## src/verilog/serial_defs.vh

```
`ifndef SERIAL_DEFS_VH
`define SERIAL_DEFS_VH

// transmit and receive sequencer states
`define ST_IDLE        3'h0
`define ST_START       3'h1
`define ST_DATA        3'h2
`define ST_NINTH       3'h3
`define ST_STOP        3'h4

// match scheme encodings
`define MATCH_ALL_ADDR 2'h1
`define MATCH_ADDR_DAT 2'h2
`define MATCH_DAT_ONLY 2'h3

// character layout
`define DATA_BITS      4'h8
`define LAST_BIT       3'h7
`define OVERSAMPLE     4'hf
`define MID_SAMPLE     4'h7

// line driver guard after the last stop bit, in 16x oversample ticks
`define DRIVER_HOLD    4'h1

`endif

```

## src/verilog/skid_buffer.v

```verilog
`timescale 1ns/1ps
// two-entry buffer; keeps one word in reserve so a stall loses nothing
module skid_buffer #(
  parameter WIDTH = 8
) (
  // clock and reset
  input  wire             core_clk,
  input  wire             reset_n,
  // fill side
  input  wire             in_valid,
  output wire             in_ready,
  input  wire [WIDTH-1:0] in_data,
  // drain side
  output wire             out_valid,
  input  wire             out_ready,
  output wire [WIDTH-1:0] out_data
);
  reg [WIDTH-1:0] mem_q [0:1];
  reg             wr_ptr_q;
  reg             rd_ptr_q;
  reg [1:0]       count_q;

  wire push = in_valid && in_ready;
  wire pop  = out_valid && out_ready;

  assign in_ready  = (count_q != 2'h2);
  assign out_valid = (count_q != 2'h0);
  assign out_data  = mem_q[rd_ptr_q];

  always @(posedge core_clk or negedge reset_n) begin
    if (!reset_n) begin
      wr_ptr_q <= 1'b0;
      rd_ptr_q <= 1'b0;
      count_q  <= 2'h0;
      mem_q[0] <= {WIDTH{1'b0}};
      mem_q[1] <= {WIDTH{1'b0}};
    end else begin
      if (push) begin
        mem_q[wr_ptr_q] <= in_data;
        wr_ptr_q        <= ~wr_ptr_q;
      end
      if (pop)
        rd_ptr_q <= ~rd_ptr_q;
      if (push && !pop)
        count_q <= count_q + 2'h1;
      else if (pop && !push)
        count_q <= count_q - 2'h1;
    end
  end
endmodule // skid_buffer

```

## src/verilog/async_serial_transceiver.v

```verilog
`timescale 1ns/1ps
`include "serial_defs.vh"
// Functional notes
// - eight data bits per character, least significant bit first.
// - one low start bit, then one or two high stop bits.
// - optional parity generated on transmit, checked on receive, even or odd.
// - transmitter and receiver independent, sharing baud rate and format.
// - separate transmit and receive enables gate each direction.
// - tx_holding_empty is 1 when a new byte may be written.
// - written byte moves to the shift register and is sent automatically.
// - transmit interrupt shows holding register free, at once when enabled.
// - rx_byte_available is 1 while a received byte waits unread.
// - in multidrop mode the ninth bit follows ninth_bit_tx_select.
// - clear_to_send_gate decides whether clear-to-send may hold off sending.
// - multidrop_on adds the ninth bit and enables match receive logic.
// - 16-bit baud divider, also usable as a timer when serial idle.
// - receiver flags framing, parity, overrun and break.
// - separate transmit and receive interrupt requests.
// - line_driver_on asserted around own transmissions.
// - ninth bit sits after data bits and before stop bits.
// - clear-to-send sampled before a character starts; current one finishes.
// - match scheme 01 all addresses, 10 matched address+data, 11 data only.
module async_serial_transceiver #(
  parameter DIV_WIDTH = 16
) (
  // clock and reset
  input  wire                 core_clk,
  input  wire                 reset_n,
  // configuration
  input  wire [DIV_WIDTH-1:0] baud_divider,
  input  wire                 timer_mode,
  input  wire                 tx_on,
  input  wire                 rx_on,
  input  wire                 parity_on,
  input  wire                 parity_odd,
  input  wire                 two_stop_bits,
  input  wire                 clear_to_send_gate,
  input  wire                 multidrop_on,
  input  wire [1:0]           multidrop_match_scheme,
  input  wire [7:0]           node_address,
  input  wire                 ninth_bit_tx_select,
  input  wire                 tx_irq_on,
  input  wire                 rx_irq_on,
  // transmit data write
  input  wire                 tx_write,
  input  wire [7:0]           tx_data,
  // receive data read
  input  wire                 rx_read,
  output reg  [7:0]           rx_data,
  output reg                  rx_ninth_bit,
  output reg                  rx_new_frame,
  // status
  output reg                  tx_holding_empty,
  output reg                  tx_idle,
  output reg                  rx_byte_available,
  output reg                  framing_error,
  output reg                  parity_error,
  output reg                  overrun_error,
  output reg                  break_seen,
  output reg                  timer_tick,
  // interrupts
  output reg                  tx_irq,
  output reg                  rx_irq,
  // serial pins
  input  wire                 rxd,
  input  wire                 clear_to_send_n,
  output reg                  txd,
  output reg                  line_driver_on
);
  // baud divider: one 16x oversample tick per reload
  reg [DIV_WIDTH-1:0] div_q;
  wire tick = (div_q == {DIV_WIDTH{1'b0}});
  always @(posedge core_clk or negedge reset_n) begin
    if (!reset_n) begin
      div_q      <= {DIV_WIDTH{1'b0}};
      timer_tick <= 1'b0;
    end else begin
      div_q      <= tick ? baud_divider : div_q - 1'b1;
      timer_tick <= tick && timer_mode;
    end
  end

  // holding buffer between the write port and the transmitter
  wire       hb_ready;
  wire       hb_valid;
  wire [8:0] hb_data;
  reg        tx_take;
  skid_buffer #(.WIDTH(9)) u_hold (
    .core_clk  (core_clk),
    .reset_n   (reset_n),
    .in_valid  (tx_write),
    .in_ready  (hb_ready),
    .in_data   ({ninth_bit_tx_select, tx_data}),
    .out_valid (hb_valid),
    .out_ready (tx_take),
    .out_data  (hb_data)
  );

  // transmitter; bits last 16 ticks
  reg [2:0] tx_st_q;
  reg [3:0] tx_sub_q;
  reg [2:0] tx_bit_q;
  reg [8:0] tx_sh_q;
  reg       tx_par_q;
  reg       tx_stop2_q;
  reg [3:0] hold_q;
  wire      tx_bit_end = tick && (tx_sub_q == `OVERSAMPLE);
  wire      cts_ok = !clear_to_send_gate || !clear_to_send_n;

  always @* begin
    // cts sampled on the cycle the character is taken; later changes do not stop it
    tx_take = (tx_st_q == `ST_IDLE) && hb_valid && tx_on && cts_ok && tick;
  end

  always @(posedge core_clk or negedge reset_n) begin
    if (!reset_n) begin
      tx_st_q    <= `ST_IDLE;
      tx_sub_q   <= 4'h0;
      tx_bit_q   <= 3'h0;
      tx_sh_q    <= 9'h000;
      tx_par_q   <= 1'b0;
      tx_stop2_q <= 1'b0;
      hold_q     <= 4'h0;
      txd        <= 1'b1;
      line_driver_on <= 1'b0;
    end else begin
      if (tick && tx_st_q != `ST_IDLE)
        tx_sub_q <= tx_sub_q + 4'h1;
      case (tx_st_q)
        `ST_IDLE: begin
          txd <= 1'b1;
          if (tx_take) begin
            tx_sh_q    <= hb_data;
            tx_par_q   <= parity_odd;
            tx_stop2_q <= two_stop_bits;
            tx_sub_q   <= 4'h0;
            tx_bit_q   <= 3'h0;
            txd        <= 1'b0;
            tx_st_q    <= `ST_START;
          end
        end
        `ST_START:
          if (tx_bit_end) begin
            txd     <= tx_sh_q[0];
            tx_par_q <= tx_par_q ^ tx_sh_q[0];
            tx_st_q <= `ST_DATA;
          end
        `ST_DATA:
          if (tx_bit_end) begin
            if (tx_bit_q == `LAST_BIT) begin
              if (multidrop_on) begin
                txd     <= tx_sh_q[8];
                tx_st_q <= `ST_NINTH;
              end else if (parity_on) begin
                txd     <= tx_par_q;
                tx_st_q <= `ST_NINTH;
              end else begin
                txd     <= 1'b1;
                tx_st_q <= `ST_STOP;
              end
            end else begin
              tx_sh_q  <= {tx_sh_q[8], 1'b0, tx_sh_q[7:1]};
              tx_bit_q <= tx_bit_q + 3'h1;
              txd      <= tx_sh_q[1];
              tx_par_q <= tx_par_q ^ tx_sh_q[1];
            end
          end
        `ST_NINTH:
          if (tx_bit_end) begin
            txd     <= 1'b1;
            tx_st_q <= `ST_STOP;
          end
        `ST_STOP:
          if (tx_bit_end) begin
            if (tx_stop2_q)
              tx_stop2_q <= 1'b0;
            else
              tx_st_q <= `ST_IDLE;
          end
        default: tx_st_q <= `ST_IDLE;
      endcase
      // driver stays on from the start bit until a guard tick after the stop
      if (tx_take)
        hold_q <= `DRIVER_HOLD;
      else if (tx_st_q == `ST_IDLE && tick && hold_q != 4'h0)
        hold_q <= hold_q - 4'h1;
      line_driver_on <= tx_take || (tx_st_q != `ST_IDLE) || (hold_q != 4'h0);
    end
  end

  // receiver: 16x oversampled, sampled at the bit centre
  reg [2:0] rx_st_q;
  reg [3:0] rx_sub_q;
  reg [2:0] rx_bit_q;
  reg [7:0] rx_sh_q;
  reg       rx_par_q;
  reg       rx_all_zero_q;
  reg       rx_matched_q;
  reg       rx_first_q;
  wire      rx_mid = tick && (rx_sub_q == `MID_SAMPLE);

  // decides if a finished character is delivered under the match scheme
  function deliver;
    input       mp_on;
    input [1:0] scheme;
    input       is_addr;
    input       hit;
    input       matched;
    begin
      if (!mp_on)
        deliver = 1'b1;
      else
        case (scheme)
          `MATCH_ALL_ADDR: deliver = is_addr;
          `MATCH_ADDR_DAT: deliver = is_addr ? hit : matched;
          `MATCH_DAT_ONLY: deliver = !is_addr && matched;
          default:         deliver = 1'b1;
        endcase
    end
  endfunction

  reg       rx_ninth_q;
  wire      rx_has_ninth = multidrop_on || parity_on;
  wire      rx_hit = (rx_sh_q == node_address);
  wire      rx_dlv = deliver(multidrop_on, multidrop_match_scheme, rx_ninth_q, rx_hit,
                             rx_matched_q);

  always @(posedge core_clk or negedge reset_n) begin
    if (!reset_n) begin
      rx_st_q <= `ST_IDLE;
      rx_sub_q <= 4'h0;
      rx_bit_q <= 3'h0;
      rx_sh_q <= 8'h00;
      rx_par_q <= 1'b0;
      rx_ninth_q <= 1'b0;
      rx_all_zero_q <= 1'b0;
      rx_matched_q <= 1'b0;
      rx_first_q <= 1'b0;
      rx_data <= 8'h00;
      rx_ninth_bit <= 1'b0;
      rx_new_frame <= 1'b0;
      rx_byte_available <= 1'b0;
      framing_error <= 1'b0;
      parity_error <= 1'b0;
      overrun_error <= 1'b0;
      break_seen <= 1'b0;
    end else begin
      if (rx_read) begin
        rx_byte_available <= 1'b0;
        framing_error <= 1'b0;
        parity_error <= 1'b0;
        overrun_error <= 1'b0;
        break_seen <= 1'b0;
      end
      if (tick)
        rx_sub_q <= rx_sub_q + 4'h1;
      case (rx_st_q)
        `ST_IDLE: begin
          rx_sub_q <= 4'h0;
          if (tick && !rxd && rx_on)
            rx_st_q <= `ST_START;
        end
        `ST_START:
          if (rx_mid) begin
            rx_st_q  <= rxd ? `ST_IDLE : `ST_DATA; // glitch rejects
            rx_bit_q <= 3'h0;
            rx_par_q <= parity_odd;
            rx_all_zero_q <= 1'b1;
          end
        `ST_DATA:
          if (rx_mid) begin
            rx_sh_q  <= {rxd, rx_sh_q[7:1]};
            rx_par_q <= rx_par_q ^ rxd;
            rx_all_zero_q <= rx_all_zero_q && !rxd;
            rx_bit_q <= rx_bit_q + 3'h1;
            if (rx_bit_q == `LAST_BIT)
              rx_st_q <= rx_has_ninth ? `ST_NINTH : `ST_STOP;
          end
        `ST_NINTH:
          if (rx_mid) begin
            rx_ninth_q <= rxd;
            rx_par_q <= rx_par_q ^ rxd;
            rx_all_zero_q <= rx_all_zero_q && !rxd;
            rx_st_q <= `ST_STOP;
          end
        `ST_STOP:
          if (rx_mid) begin
            rx_st_q <= `ST_IDLE;
            if (!multidrop_on)
              rx_ninth_q <= 1'b0;
            if (multidrop_on && rx_ninth_q) begin
              rx_matched_q <= rx_hit;
              rx_first_q   <= 1'b1;
            end
            if (rx_dlv) begin
              // set wins over a read in the same cycle
              if (rx_byte_available && !rx_read)
                overrun_error <= 1'b1;
              else
                rx_data <= rx_sh_q;
              rx_byte_available <= 1'b1;
              rx_ninth_bit <= rx_ninth_q;
              rx_new_frame <= multidrop_on && !rx_ninth_q && rx_first_q;
              if (multidrop_on && !rx_ninth_q)
                rx_first_q <= 1'b0;
              framing_error <= !rxd;
              parity_error <= parity_on && !multidrop_on && rx_par_q;
              break_seen <= rx_all_zero_q && !rxd;
            end
          end
        default: rx_st_q <= `ST_IDLE;
      endcase
    end
  end

  // status and interrupt outputs, all registered
  always @(posedge core_clk or negedge reset_n) begin
    if (!reset_n) begin
      tx_holding_empty <= 1'b1;
      tx_idle <= 1'b1;
      tx_irq <= 1'b0;
      rx_irq <= 1'b0;
    end else begin
      tx_holding_empty <= hb_ready && !(tx_write && !tx_take && hb_valid);
      tx_idle <= (tx_st_q == `ST_IDLE) && !hb_valid;
      tx_irq <= tx_irq_on && hb_ready;
      rx_irq <= rx_irq_on && (rx_byte_available || framing_error || break_seen);
    end
  end

  // tx and rx sequencers share only the tick and format inputs
endmodule // async_serial_transceiver

```

## config.mk

```make
export PLATFORM = sky130hd
export DESIGN_NAME = async_serial_transceiver
export DESIGN_NICKNAME = d
export VERILOG_FILES = /design/src/verilog/skid_buffer.v /design/src/verilog/async_serial_transceiver.v
export VERILOG_INCLUDE_DIRS = /design/src /design/src/verilog
export SDC_FILE = /design/constraint.sdc
export NUM_CORES = 1
export LEC_CHECK = 0
export CORE_MARGIN = 5
export CORE_UTILIZATION = 56
export DETAILED_ROUTE_END_ITERATION = 7
export DONT_BUFFER_PORTS = 1
export GPL_TIMING_DRIVEN = 0
export PLACE_DENSITY = 0.73
export SYNTH_ARGS = -nofsm -noshare
export SYNTH_HDL_FRONTEND = slang
export SYNTH_SLANG_ARGS = --single-unit
```

## constraint.sdc

```tcl
create_clock -name core_clk -period 2.4 [get_ports core_clk]
set_input_delay 0.48 -clock core_clk [delete_from_list [all_inputs] [get_ports core_clk]]
set_output_delay 0.48 -clock core_clk [all_outputs]
set_load 0.01 [all_outputs]
```

# Word level (Yosys, flattened, before mapping)
# Cells that the tools add are included.
[op_classes]
addsub = 8
magnitude_cmp = 3
eq_ne = 33
n_mux = 98
n_bitwise = 9
n_reduce_logical = 80
[op_table]
columns = ["operator", "count"]
rows = [
  ["$mux W3", 20],
  ["$mux W1", 46],
  ["$mux W9", 5],
  ["$ne A2 B2 Y1 const B", 16],
  ["$logic_and A1 B1 Y1", 31],
  ["$pmux W3 S5", 2],
  ["$mux W4", 7],
  ["$bwmux W18", 1],
  ["$pmux W9 S2", 1],
  ["$reduce_and A3 Y1", 6],
  ["$reduce_bool A2 Y1", 9],
  ["$logic_not A16 Y1", 1],
  ["$mux W16", 1],
  ["$mux W8", 2],
  ["$reduce_and A4 Y1", 4],
  ["$sub A16 B1 Y16 const B", 1],
  ["$eq A3 B2 Y1 const B", 4],
  ["$eq A3 B3 Y1 const B", 4],
  ["$pmux W3 S2", 2],
  ["$logic_not A1 Y1", 11],
  ["$demux W9 S1", 1],
  ["$add A4 B1 Y4 const B", 2],
  ["$eq A8 B8 Y1", 1],
  ["$pmux W1 S2", 4],
  ["27 further kinds", 49],
]
[totals]
register_bits = 108
out_inout_bits = 22
wordCells = 269

# Longest topological paths before layout
# Gate-level depths: netlist of run 1.
[logic_depth]
depth_word = 10
mapped_depth = 10
mapped_depth_nobuf = 10

# Cells and area by module
# Synthesis of run 1 repeated with hierarchy kept, for this count alone.
[unflattened]
cells_unflattened = 510
hier_area_um2 = 5496.5
[modules_own_cells]
columns = ["mod", "instances", "cells_each", "area_each_um2"]
rows = [
  ["async_serial_transceiver", 1, 445, 4436.8],
  ["skid_buffer", 1, 65, 1059.8],
]

# Worst setup path before layout of run 1
# OpenSTA, ideal clock, no wires.
[synth_path]
kind = "register to register"
from = "register div_q[0]"
to = "register rx_new_frame"
arrival_time_ns = 2.085
setup_slack_ns = 0.190
path_stages_with_launch = 9
path_buffers = 1
path_cell_list = "dfrtp_1 -> inv_1 -> ha_1 -> nor3b_4 -> nand4_2 -> nor4_4 -> and2_1 -> buf_2 -> mux2_2"
[synth_via]
elab_chain_cells = 3
[synth_rtl]
columns = ["element", "line", "rtl"]
rows = [
  ["start: declaration", "async_serial_transceiver.v:71", "reg [DIV_WIDTH-1:0] div_q;"],
  ["start signal: assignment", "async_serial_transceiver.v:75", "div_q <= {DIV_WIDTH{1'b0}};"],
  ["start signal: assignment", "async_serial_transceiver.v:78", "div_q <= tick ? baud_divider : div_q - 1'b1;"],
  ["$logic_not A16 Y1", "async_serial_transceiver.v:72", "wire tick = (div_q == {DIV_WIDTH{1'b0}});"],
  ["$logic_and A1 B1 Y1", "async_serial_transceiver.v:200", "wire rx_mid = tick && (rx_sub_q == `MID_SAMPLE);"],
  ["$reduce_and A3 Y1 (no line)", "n/a", ""],
  ["end signal: assignment", "async_serial_transceiver.v:303", "rx_new_frame <= multidrop_on && !rx_ninth_q && rx_first_q;"],
  ["end: declaration", "async_serial_transceiver.v:51", "output reg rx_new_frame,"],
]
# Every way passes these cells.
# A chain may end at the register's enable or synchronous reset.

# Worst setup path in the final report of run 1
[layout_path]
from = "register div_q[7]"
to = "register tx_sh_q[4]"
[layout_via]
elab_chain_cells = 4
[layout_rtl]
columns = ["element", "line", "rtl"]
rows = [
  ["$logic_not A16 Y1 (*)", "async_serial_transceiver.v:72", ""],
  ["$logic_and A1 B1 Y1, on equally long branches", "async_serial_transceiver.v:112, async_serial_transceiver.v:107", ""],
  ["$ne A2 B2 Y1 (no line)", "n/a", ""],
  ["$reduce_and A4 Y1 (no line) (*)", "n/a", ""],
  ["end signal: assignment", "async_serial_transceiver.v:133", "tx_sh_q <= hb_data;"],
  ["end signal: assignment", "async_serial_transceiver.v:162", "tx_sh_q <= {tx_sh_q[8], 1'b0, tx_sh_q[7:1]};"],
  ["end: declaration", "async_serial_transceiver.v:103", "reg [8:0] tx_sh_q;"],
]
# Mark *: on every way between the ends. The rest lies on a longest branch, timed or not.

==> reports/results.txt, run 1 <==
Post-DP HPWL = 7930 um
Drc violations = 0
Most frequent cells in the layout = dfrtp_1 (105), mux2_2 (44), nand2_1 (38), o21ai_0 (38), nor2_1 (31)
Synth area leader = dfrtp_1
Area growth syn-to-layout = 9.44%
DIE WIDTH = 108 um
Maximum vdd drop = 0.657 mV
# rows = 35
Timing endpoint of the critical path = tx_sh_q[4]
I/O pin count = 73
Placer Congestion = 0.811
Initial antenna violation count = 0
Global-route wire length before repair = 18500 um
Unrepaired setup endpoints after global routing = true
Top-area cell type share of the netlist area = 48.6%
Via/cell ratio = 5.88
Post-Syn Nets = 553
Ys async rst share = 100%
Hold Fails Final Rpt = 105
Max-Cap Viols = 0
Clock share of power = 26.0%
Sequential-to-total area share from yosys stat = 50.0%
I/O Buffers = 0
Post-Route WL = 11300 um
Max Freq = 428 MHz
Critical Path Source = div_q[7]
Switch share = 28.1%
# nets final = 575
Pwr dens = 683 nW/um^2
Util after Layout = 63.5%
Final ANT Viol Nets = 0
Non-filler cells, final = 649
Drt first pass iters = 4
Largest net degree at the start of global routing = 109
Area contributors post-synth = dfrtp_1 (49%), mux2_2 (9.2%), xnor2_1 (3.7%)
Worst Hold Class = input pin to asynchronous set/reset pin
Clk_lat worst skew = 0.38 ns
Post-synthesis cell count = 493
Setup violators final = 0
Share of cells above drive strength 1 = 21.5%
Clock slew at reported path FFs = 0.11 ns
Yosys cell types = 73
Critical R2R Launch = div_q[7]
Top_reg_cell synth = dfrtp_1
Part of the power in registers = 57.4%
Vias in the first global route = 3806
Worst R2R End = tx_sh_q[4]
Commonest non-fill, non-tap cell in the layout = dfrtp_1
Crit Path Category = flip-flop to flip-flop
WL/cell = 17.3 um
Mapped cell area = 5410 um^2
Die area = 11700 um^2
Drt first-iter violations = 225
Outcome = finished, violations left
Initial Util = 58.0%
EDFF count, synth = 0
Register-to-register setup slack = 0.06 ns
Critical path arrival = 2.60 ns
Clock sinks = 108
Failing checks = hold timing
Hold_ws = -0.210 ns
Tmin final = 2.34 ns
Core ar. = 9330 um^2
Tot Pwr = 4.04 mW
Grt total ovfl = 0
Critical Path Source Type = flip-flop
CTS tree = done
Syn_area_per_cell = 11.0 um^2
Maximum buffer depth of the clock tree = 2
Fin. max-slew vios = 0
TNS Setup = 0 ns
Relative slew slack = 48.5%
Routed via count = 3816
Root buffer cell = clkbuf_8
Crit end category = flip-flop
Internal Pwr Total = 2.90 mW
Layout Skew = 0.0173 ns
N_diodes = 0
Critical Path Fanout Max = 9
Comb pwr share = 16.5%
Ys Warns = 0
NetSw = 1.14 mW
Cells on worst reg2reg path = 6
Cts bufs inserted = 9
Req. time, crit path = 2.66 ns
DP Cell Count = 622
Leakage = 2.50 nW
H-tree levels = 3
Die H = 108 um
Final worst path period share = 97.3%
Gr usage total = 20.3%
#FFs+latches synth = 108
Measured slew at the worst slew-check pin = 0.769 ns
## worst max-delay path, stage by stage (launching register included)
cell	delay, ns
dfrtp_1	0.44
nor3_1	0.47
and3_4	0.37
nand2_4	0.12
a2111oi_4	0.30
buf_6	0.19
mux2_2	0.33
## state kept, by name, indices dropped and copies added (netlist names), 2 cells and up, named ones only
register / count
tx_sub_q: 4
rx_sh_q: 8
tx_st_q: 3
tx_bit_q: 3
hold_q: 4
u_hold.mem_q: 18
rx_bit_q: 3
rx_st_q: 3
div_q: 16
rx_sub_q: 4
u_hold.count_q: 2
rx_data: 8
tx_sh_q: 9
## timing repair
action / in CTS / in global routing
pin swaps: 4 / 3
buffers inserted: 4 / 8
resized for setup: 4 / 10
endpoints found under the hold margin: 108 / 108
endpoints found under the setup margin: 29 / 40
## cell type report
type	count	area (um^2)
plain buffers	18	86.3
clock buffers	10	138
clock inverters	6	43.8
fillers	754	3410
inverters	14	52.6
multi-input cells	352	2620
flip-flops and latches	108	2710
well taps	129	161
repair buffers	12	110
## layer usage
layer,wire length (um),global-route usage [%],vias to the layer above
met1,4700,25.2,1893
met2,5560,32.0,92
met3,679,6.51,14
met4,312,10.0,0
li1,-,-,1817
met5,0,0,-
## stage by stage
step	instance area, um^2	hold WS, ns	worst slack (ns)
6_report	5920	-0.210	0.0647
3_3_place_gp	5570	0.188	-0.250
2_1_floorplan	5410	0.184	0.190
4_1_cts	5820	-0.236	0.000206
3_5_place_dp	5570	0.188	-0.307
5_1_grt	5920	-0.257	-0.0595
## kinds of logic (layout without fill, tap and decap cells)
kind of cell	after synthesis	in the layout	share of synthesized area, %
AND/OR/NAND/NOR	164	164	17.2
flip-flops	108	108	50.0
AO/OA/AOI/OAI	89	89	11.0
multiplexers	60	60	12.1
buffers and inverters	33	60	2.66
XOR/XNOR	30	30	4.86
adder cells (fa/ha/maj)	9	9	2.08
## power by group through the flow
stage | clock [mW] | combinational, mW | sequential (mW)
final | 1.05 | 0.667 | 2.32
after global routing | 1.16 | 0.758 | 2.37
after CTS | 1.08 | 0.655 | 2.32
after detailed placement | 0 | 0.650 | 2.36
after global placement | 0 | 0.622 | 2.34
after floorplan | 0 | 0.555 | 2.31
## synthesized netlist by cell type, types with 6 or more instances
cell and count:
mux2i_1 15, dfrtp_1 105, o21ai_0 38, ha_1 9, nor4_1 8, clkbuf_1 8, xor2_1 7, mux2_2 44
nor3_1 16, nand2_1 38, nor2_1 31, nand3_1 11, xnor2_1 23, a21oi_1 13, buf_2 6, nand2b_1 10
inv_1 13
## how the worst min path moves through the flow
stage | startpoint | endpoint | slack [ns] | cells after the start
after floorplan | reset_n | asynchronous set/reset pin | 0.18 | 0
after global placement | reset_n | div_q[8] | 0.19 | 0
after detailed placement | reset_n | div_q[2] | 0.19 | 0
after CTS | reset_n | div_q[0] | -0.24 | 0
after global routing | reset_n | div_q[1] | -0.26 | 0
final | reset_n | tx_bit_q[0] | -0.21 | 0
Power figures use the tool's default switching activity.
==> inputs of run 2 (changes only) <==
--- a/config.mk
+++ b/config.mk
@@ -6,6 +6,7 @@
 export SDC_FILE = /design/constraint.sdc
 export NUM_CORES = 1
 export LEC_CHECK = 0
+export ABC_AREA = 1
 export CORE_MARGIN = 5
 export CORE_UTILIZATION = 56
 export DETAILED_ROUTE_END_ITERATION = 7
==> run 2 against run 1 <==
The flow still finishes with violations (hold timing). Combinational power down 72%. Worst setup slack better by 0.081 ns. Total power down 23%. Clock skew down 0.0032 ns. Flip-flop and latch count unchanged. Final cell count up 22%. Via count up 10%. Area after synthesis up 0.86%. Core utilization down 3.2 points. Routed wire length down 6.5%. Die area up 0.78%. Critical path depth up 5. Critical path type unchanged. Highest routed layer unchanged.
==> reports/results.txt, run 2 <==
Post-Route WL = 10500 um
Area growth syn-to-layout = 6.42%
DP Worst Slack = 0.0313 ns
Cts bufs inserted = 9
Clock share of power = 31.3%
CTS tree = done
Post-synthesis cell count = 639
Clk_lat worst skew = 0.37 ns
Internal Pwr Total = 2.35 mW
Critical Path Source Type = flip-flop
Reg with most FFs = u_hold.mem_q
Top-area cell type share of the netlist area = 48.2%
FF+latch area = 2710 um^2
Synth area leader = dfrtp_1
Via/cell ratio = 5.31
EDFF count, synth = 0
Placer Congestion = 0.914
Initial antenna violation count = 0
Register-to-register setup slack = 0.15 ns
Final-layout fill cell count = 891
Final ANT Viol Nets = 0
Initial Util = 56.6%
Crit end category = flip-flop
N_diodes = 0
Switch share = 24.5%
Core ar. = 9640 um^2
Ys Warns = 0
Worst Hold Class = input pin to asynchronous set/reset pin
Area contributors post-synth = dfrtp_1 (48%), nand2_1 (10%), inv_1 (5.6%)
Fin. max-slew vios = 0
#FFs+latches synth = 108
CTS resizes = 0
DIE WIDTH = 109 um
Top flop regs = u_hold.mem_q x18, div_q x16, tx_sh_q x9
# rows = 36
Tmin final = 2.25 ns
Final worst slack = 0.146 ns
# nets final = 713
Clock slew at reported path FFs = 0.10 ns
I/O pin count = 73
Die area = 11800 um^2
Gr usage total = 19.1%
Hold Fails Final Rpt = 108
Drc violations = 0
Grt total ovfl = 0
Drt first-iter violations = 259
Mapped cell area = 5460 um^2
I/O Buffers = 0
Max Freq = 444 MHz
Ys async rst share = 100%
Die H = 109 um
Maximum vdd drop = 0.248 mV
Critical Path Fanout Max = 7
Comb pwr share = 6.0%
Hold_ws = -0.207 ns
Failing checks = hold timing
Max-Cap Viols = 0
WL/cell = 13.3 um
Root buffer cell = clkbuf_8
Vias in the first global route = 4153
Max FFs per register = 18
Pwr dens = 536 nW/um^2
Post-Syn Nets = 699
NetSw = 0.763 mW
Final worst path period share = 93.9%
Synth cell count leaders = nand2_1 (152), dfrtp_1 (105), inv_1 (81), o21ai_0 (58), nor2_1 (51)
Post-DP HPWL = 7690 um
Multi-input logic area = 2370 um^2
Share of cells above drive strength 1 = 10.3%
Clock sinks = 108
Cell with the most instances after synthesis = nand2_1
Sequential-to-total area share from yosys stat = 49.6%
H-tree levels = 3
Setup violators final = 0
Critical path arrival = 2.51 ns
Part of the power in registers = 62.7%
Drt first pass iters = 6
Global-route wire length before repair = 18200 um
Routed via count = 4203
Tot Pwr = 3.11 mW
Relative slew slack = 65.4%
Most frequent cells in the layout = nand2_1 (152), dfrtp_1 (105), inv_1 (81)
Yosys cell types = 45
Largest net degree at the start of global routing = 109
Crit Path Category = flip-flop to flip-flop
Commonest non-fill, non-tap cell in the layout = nand2_1
Layout Skew = 0.0141 ns
Maximum buffer depth of the clock tree = 2
Syn_area_per_cell = 8.54 um^2
Top_reg_cell synth = dfrtp_1
Leakage = 2.80 nW
Measured slew at the worst slew-check pin = 0.515 ns
Req. time, crit path = 2.65 ns
Outcome = finished, violations left
==> run 2: timing repair <==
action | 4_1_cts | 5_1_grt
endpoints found under the setup margin | 0 | 1
endpoints found under the hold margin | 108 | 108
setup buffers | 0 | 3
==> run 2: critical path: stages (launching register included) <==
cell and delay [ns]:
dfrtp_1 0.38, inv_1 0.08, ha_1 0.20, nand2_2 0.13, nor2_4 0.18, nand3_4 0.11
nor2_8 0.19, nand3b_1 0.15, ha_1 0.35, a21oi_1 0.12, o21ai_0 0.11, xor2_1 0.15
==> run 2: per-stage QoR <==
step / instances / utilization (%) / setup TNS [ns] / instance area (um^2)
2_1_floorplan: 639 / - / 0 / 5460
3_3_place_gp: 772 / 58.3 / 0 / 5620
3_5_place_dp: 772 / 58.3 / 0 / 5620
4_1_cts: 788 / 60.0 / 0 / 5780
5_1_grt: 791 / 60.2 / -0.00267 / 5810
6_report: 791 / 60.2 / 0 / 5810
==> run 2: layout make-up <==
cell class / count / share of cell area (%)
plain buffers: 13 / 1.19
clock buffers: 12 / 2.33
clock inverters: 4 / 0.453
inverters: 83 / 5.39
multi-input cells: 435 / 40.8
flip-flops and latches: 108 / 46.6
well taps: 133 / 2.87
repair buffers: 3 / 0.388
==> run 2: cells by family (layout without fill, tap and decap cells) <==
kind of cell,Yosys count,count (layout),synth area share [%]
simple gates,277,277,23.3
fa+ha+maj,9,9,2.06
xor+xnor,18,18,2.89
buf+inv,96,115,7.00
mux,15,15,2.91
compound gates,116,116,12.2
flops,108,108,49.6
==> run 2: power by group through the flow <==
stage               Combinational [mW]  Clock [mW]  Sequential (mW)
floorplan                        0.163           0             1.97
global placement                 0.181           0             1.98
detailed placement               0.188           0             1.99
CTS                              0.189        1.01             1.95
global route                     0.215        1.10             1.96
finish                           0.187       0.975             1.95
==> run 2: routing by layer <==
| layer | share of wire [%] | track usage, % | up-vias |
|---|---|---|---|
| li1 | - | - | 2105 |
| met1 | 45 | 24.5 | 1975 |
| met2 | 47 | 31.2 | 108 |
| met3 | 6.8 | 5.80 | 15 |
| met4 | 1.2 | 5.68 | 0 |
| met5 | 0 | 0 | - |
==> run 2: final timing paths <==
kind / startpoint / endpoint / depth (start not counted)
max: div_q[0] / u_hold.count_q[1] / 11
min: reset_n / rx_ninth_bit / 0
max reg2reg: div_q[0] / u_hold.count_q[1] / 11
min reg2reg: rx_matched_q / rx_matched_q / 2
max in group asynchronous: reset_n / txd / 0
min in group core_clk: rx_read / overrun_error / 1
==> inputs of run 3 (changes only) <==
--- a/config.mk
+++ b/config.mk
@@ -12,6 +12,7 @@
 export DETAILED_ROUTE_END_ITERATION = 7
 export DONT_BUFFER_PORTS = 1
 export GPL_TIMING_DRIVEN = 0
+export HOLD_SLACK_MARGIN = 0.15
 export PLACE_DENSITY = 0.73
 export SYNTH_ARGS = -nofsm -noshare
 export SYNTH_HDL_FRONTEND = slang
==> run 3 against run 2 <==
The run still ends with hold timing left. Non-clock buffer count is 2 higher. Register-to-register slack hardly changed. Final cell count is 0.25% higher. Worst setup slack better by 0.00068 ns. Global-route usage hardly changed. Clock power hardly changed. First-iteration DRC count is 10% higher. Hold slack hardly changed. Routed wire length is 0.26% higher. Clock skew hardly changed. Sequential power hardly changed.
==> reports/results.txt, run 3 (synthesis gave the netlist of run 2 again) <==
Fin. max-slew vios = 0
I/O Buffers = 0
Final ANT Viol Nets = 0
Area growth syn-to-layout = 6.79%
Critical path cell sequence = inv_1, ha_1, nand2_2, nor2_4, nand3_4, nor2_8, nand3b_1, ha_1, a21oi_1, o21ai_0, xor2_1
TNS Setup = 0 ns
Die H = 109 um
Top flop regs = u_hold.mem_q x18, div_q x16, tx_sh_q x9
Clock share of power = 31.3%
Clock sinks = 108
Largest net degree at the start of global routing = 109
Max Freq = 444 MHz
Grt total ovfl = 0
Commonest non-fill, non-tap cell in the layout = nand2_1
Outcome = finished, violations left
Part of the power in registers = 62.6%
Initial antenna violation count = 0
Final Instance Area = 5830 um^2
Routed via count = 4206
N_diodes = 0
Worst Hold Class = input pin to asynchronous set/reset pin
CP peak stage delay = 0.38 ns
Max FFs per register = 18
Drt first pass iters = 5
I/O pin count = 73
Final worst slack = 0.146 ns
Internal Pwr Total = 2.35 mW
Clock slew at reported path FFs = 0.10 ns
Maximum vdd drop = 0.248 mV
Max-Cap Viols = 0
DIE WIDTH = 109 um
Die area = 11800 um^2
Crit Path Category = flip-flop to flip-flop
Maximum buffer depth of the clock tree = 2
Post-Route WL = 10500 um
Post-place instance area = 5620 um^2
Leakage = 2.81 nW
# nets final = 715
Final worst path period share = 93.9%
Cts bufs inserted = 9
Switch share = 24.5%
Comb pwr share = 6.1%
Core ar. = 9640 um^2
Drc violations = 0
Drt first-iter violations = 285
Share of cells above drive strength 1 = 10.3%
Clk_lat worst skew = 0.37 ns
Post-DP HPWL = 7690 um
Setup violators final = 0
Measured slew at the worst slew-check pin = 0.515 ns
Reg with most FFs = u_hold.mem_q
Global-route wire length before repair = 18200 um
Tmin final = 2.25 ns
Gr usage total = 19.1%
Non-filler cells, final = 793
Critical Path Source Type = flip-flop
Via/cell ratio = 5.30
Final-layout fill cell count = 889
H-tree levels = 3
NetSw = 0.762 mW
Critical Path Most Common Cell = ha_1
Most frequent cells in the layout = nand2_1 (152), dfrtp_1 (105), inv_1 (81)
WL/cell = 13.3 um
Pwr dens = 534 nW/um^2
Critical Path Fanout Max = 7
Critical path arrival = 2.51 ns
Crit path buf inv count = 1
Crit end category = flip-flop
Vias in the first global route = 4159
# rows = 36
Hold Fails Final Rpt = 108
DP Cell Count = 772
CTS tree = done
Relative slew slack = 65.4%
Placer Congestion = 0.914
Util after Layout = 60.4%
Max stage delay cell, worst path = dfrtp_1
Req. time, crit path = 2.65 ns
Tot Pwr = 3.11 mW
Root buffer cell = clkbuf_8
CTS resizes = 0
DP Worst Slack = 0.0313 ns
Initial Util = 56.6%
Failing checks = hold timing
Hold_ws = -0.207 ns
CP delay by family, top = simple AND/OR/NAND/NOR gates
Layout Skew = 0.0141 ns
[run 3: changes by cell type in the layout (fill, tap and decap cells not counted)]
cell	change
dlygate4sd3_1	+2
[run 3: power groups by stage]
stage	clock network (mW)	logic (mW)	registers (mW)
5_1_grt	1.10	0.218	1.96
3_5_place_dp	0	0.188	1.99
2_1_floorplan	0	0.163	1.97
3_3_place_gp	0	0.181	1.98
4_1_cts	1.01	0.191	1.95
6_report	0.974	0.190	1.95
[run 3: worst paths after layout]
kind | startpoint | end | slack [ns] | cells after the start
worst max register to register | div_q[0] | u_hold.count_q[1] | 0.15 | 11
max in group asynchronous | reset_n | txd | 2.39 | 0
worst min-delay path | reset_n | rx_ninth_bit | -0.21 | 0
worst max-delay path | div_q[0] | u_hold.count_q[1] | 0.15 | 11
worst min register to register | rx_matched_q | rx_matched_q | 0.48 | 2
min in group core_clk | rx_read | rx_byte_available | 0.19 | 1
[run 3: worst reg2reg max path: cells and delay by family, from the launching register on]
kind / cells / cell delay (ns)
AO/OA/AOI/OAI: 2 / 0.23
XOR/XNOR: 1 / 0.15
adder cells (fa/ha/maj): 2 / 0.55
buffers and inverters: 1 / 0.08
flip-flops: 1 / 0.38
AND/OR/NAND/NOR: 5 / 0.77
[run 3: area by class of cell]
| type | instances | area, um^2 | share of cell area [%] |
|---|---|---|---|
| well taps | 133 | 166 | 2.86 |
| inverters | 83 | 313 | 5.37 |
| multi-input cells | 435 | 2370 | 40.6 |
| repair buffers | 5 | 42.5 | 0.730 |
| clock buffers | 12 | 135 | 2.32 |
| plain buffers | 13 | 68.8 | 1.18 |
| clock inverters | 4 | 26.3 | 0.451 |
| flip-flops and latches | 108 | 2710 | 46.5 |
[run 3: what timing repair did]
| action | in CTS | in global routing |
|---|---|---|
| endpoints found under the hold margin | 109 | 109 |
| endpoints found under the setup margin | 0 | 1 |
| hold buffers | 1 | 1 |
| setup buffers | 0 | 3 |
[run 3: metal layers]
layer  part of all wire, %  track usage [%]  up-vias
li1                      -                -     2109
met1                    45             24.6     1973
met2                    47             31.3      108
met3                   6.8             5.80       16
met4                   1.2             5.68        0
met5                     0                0        -
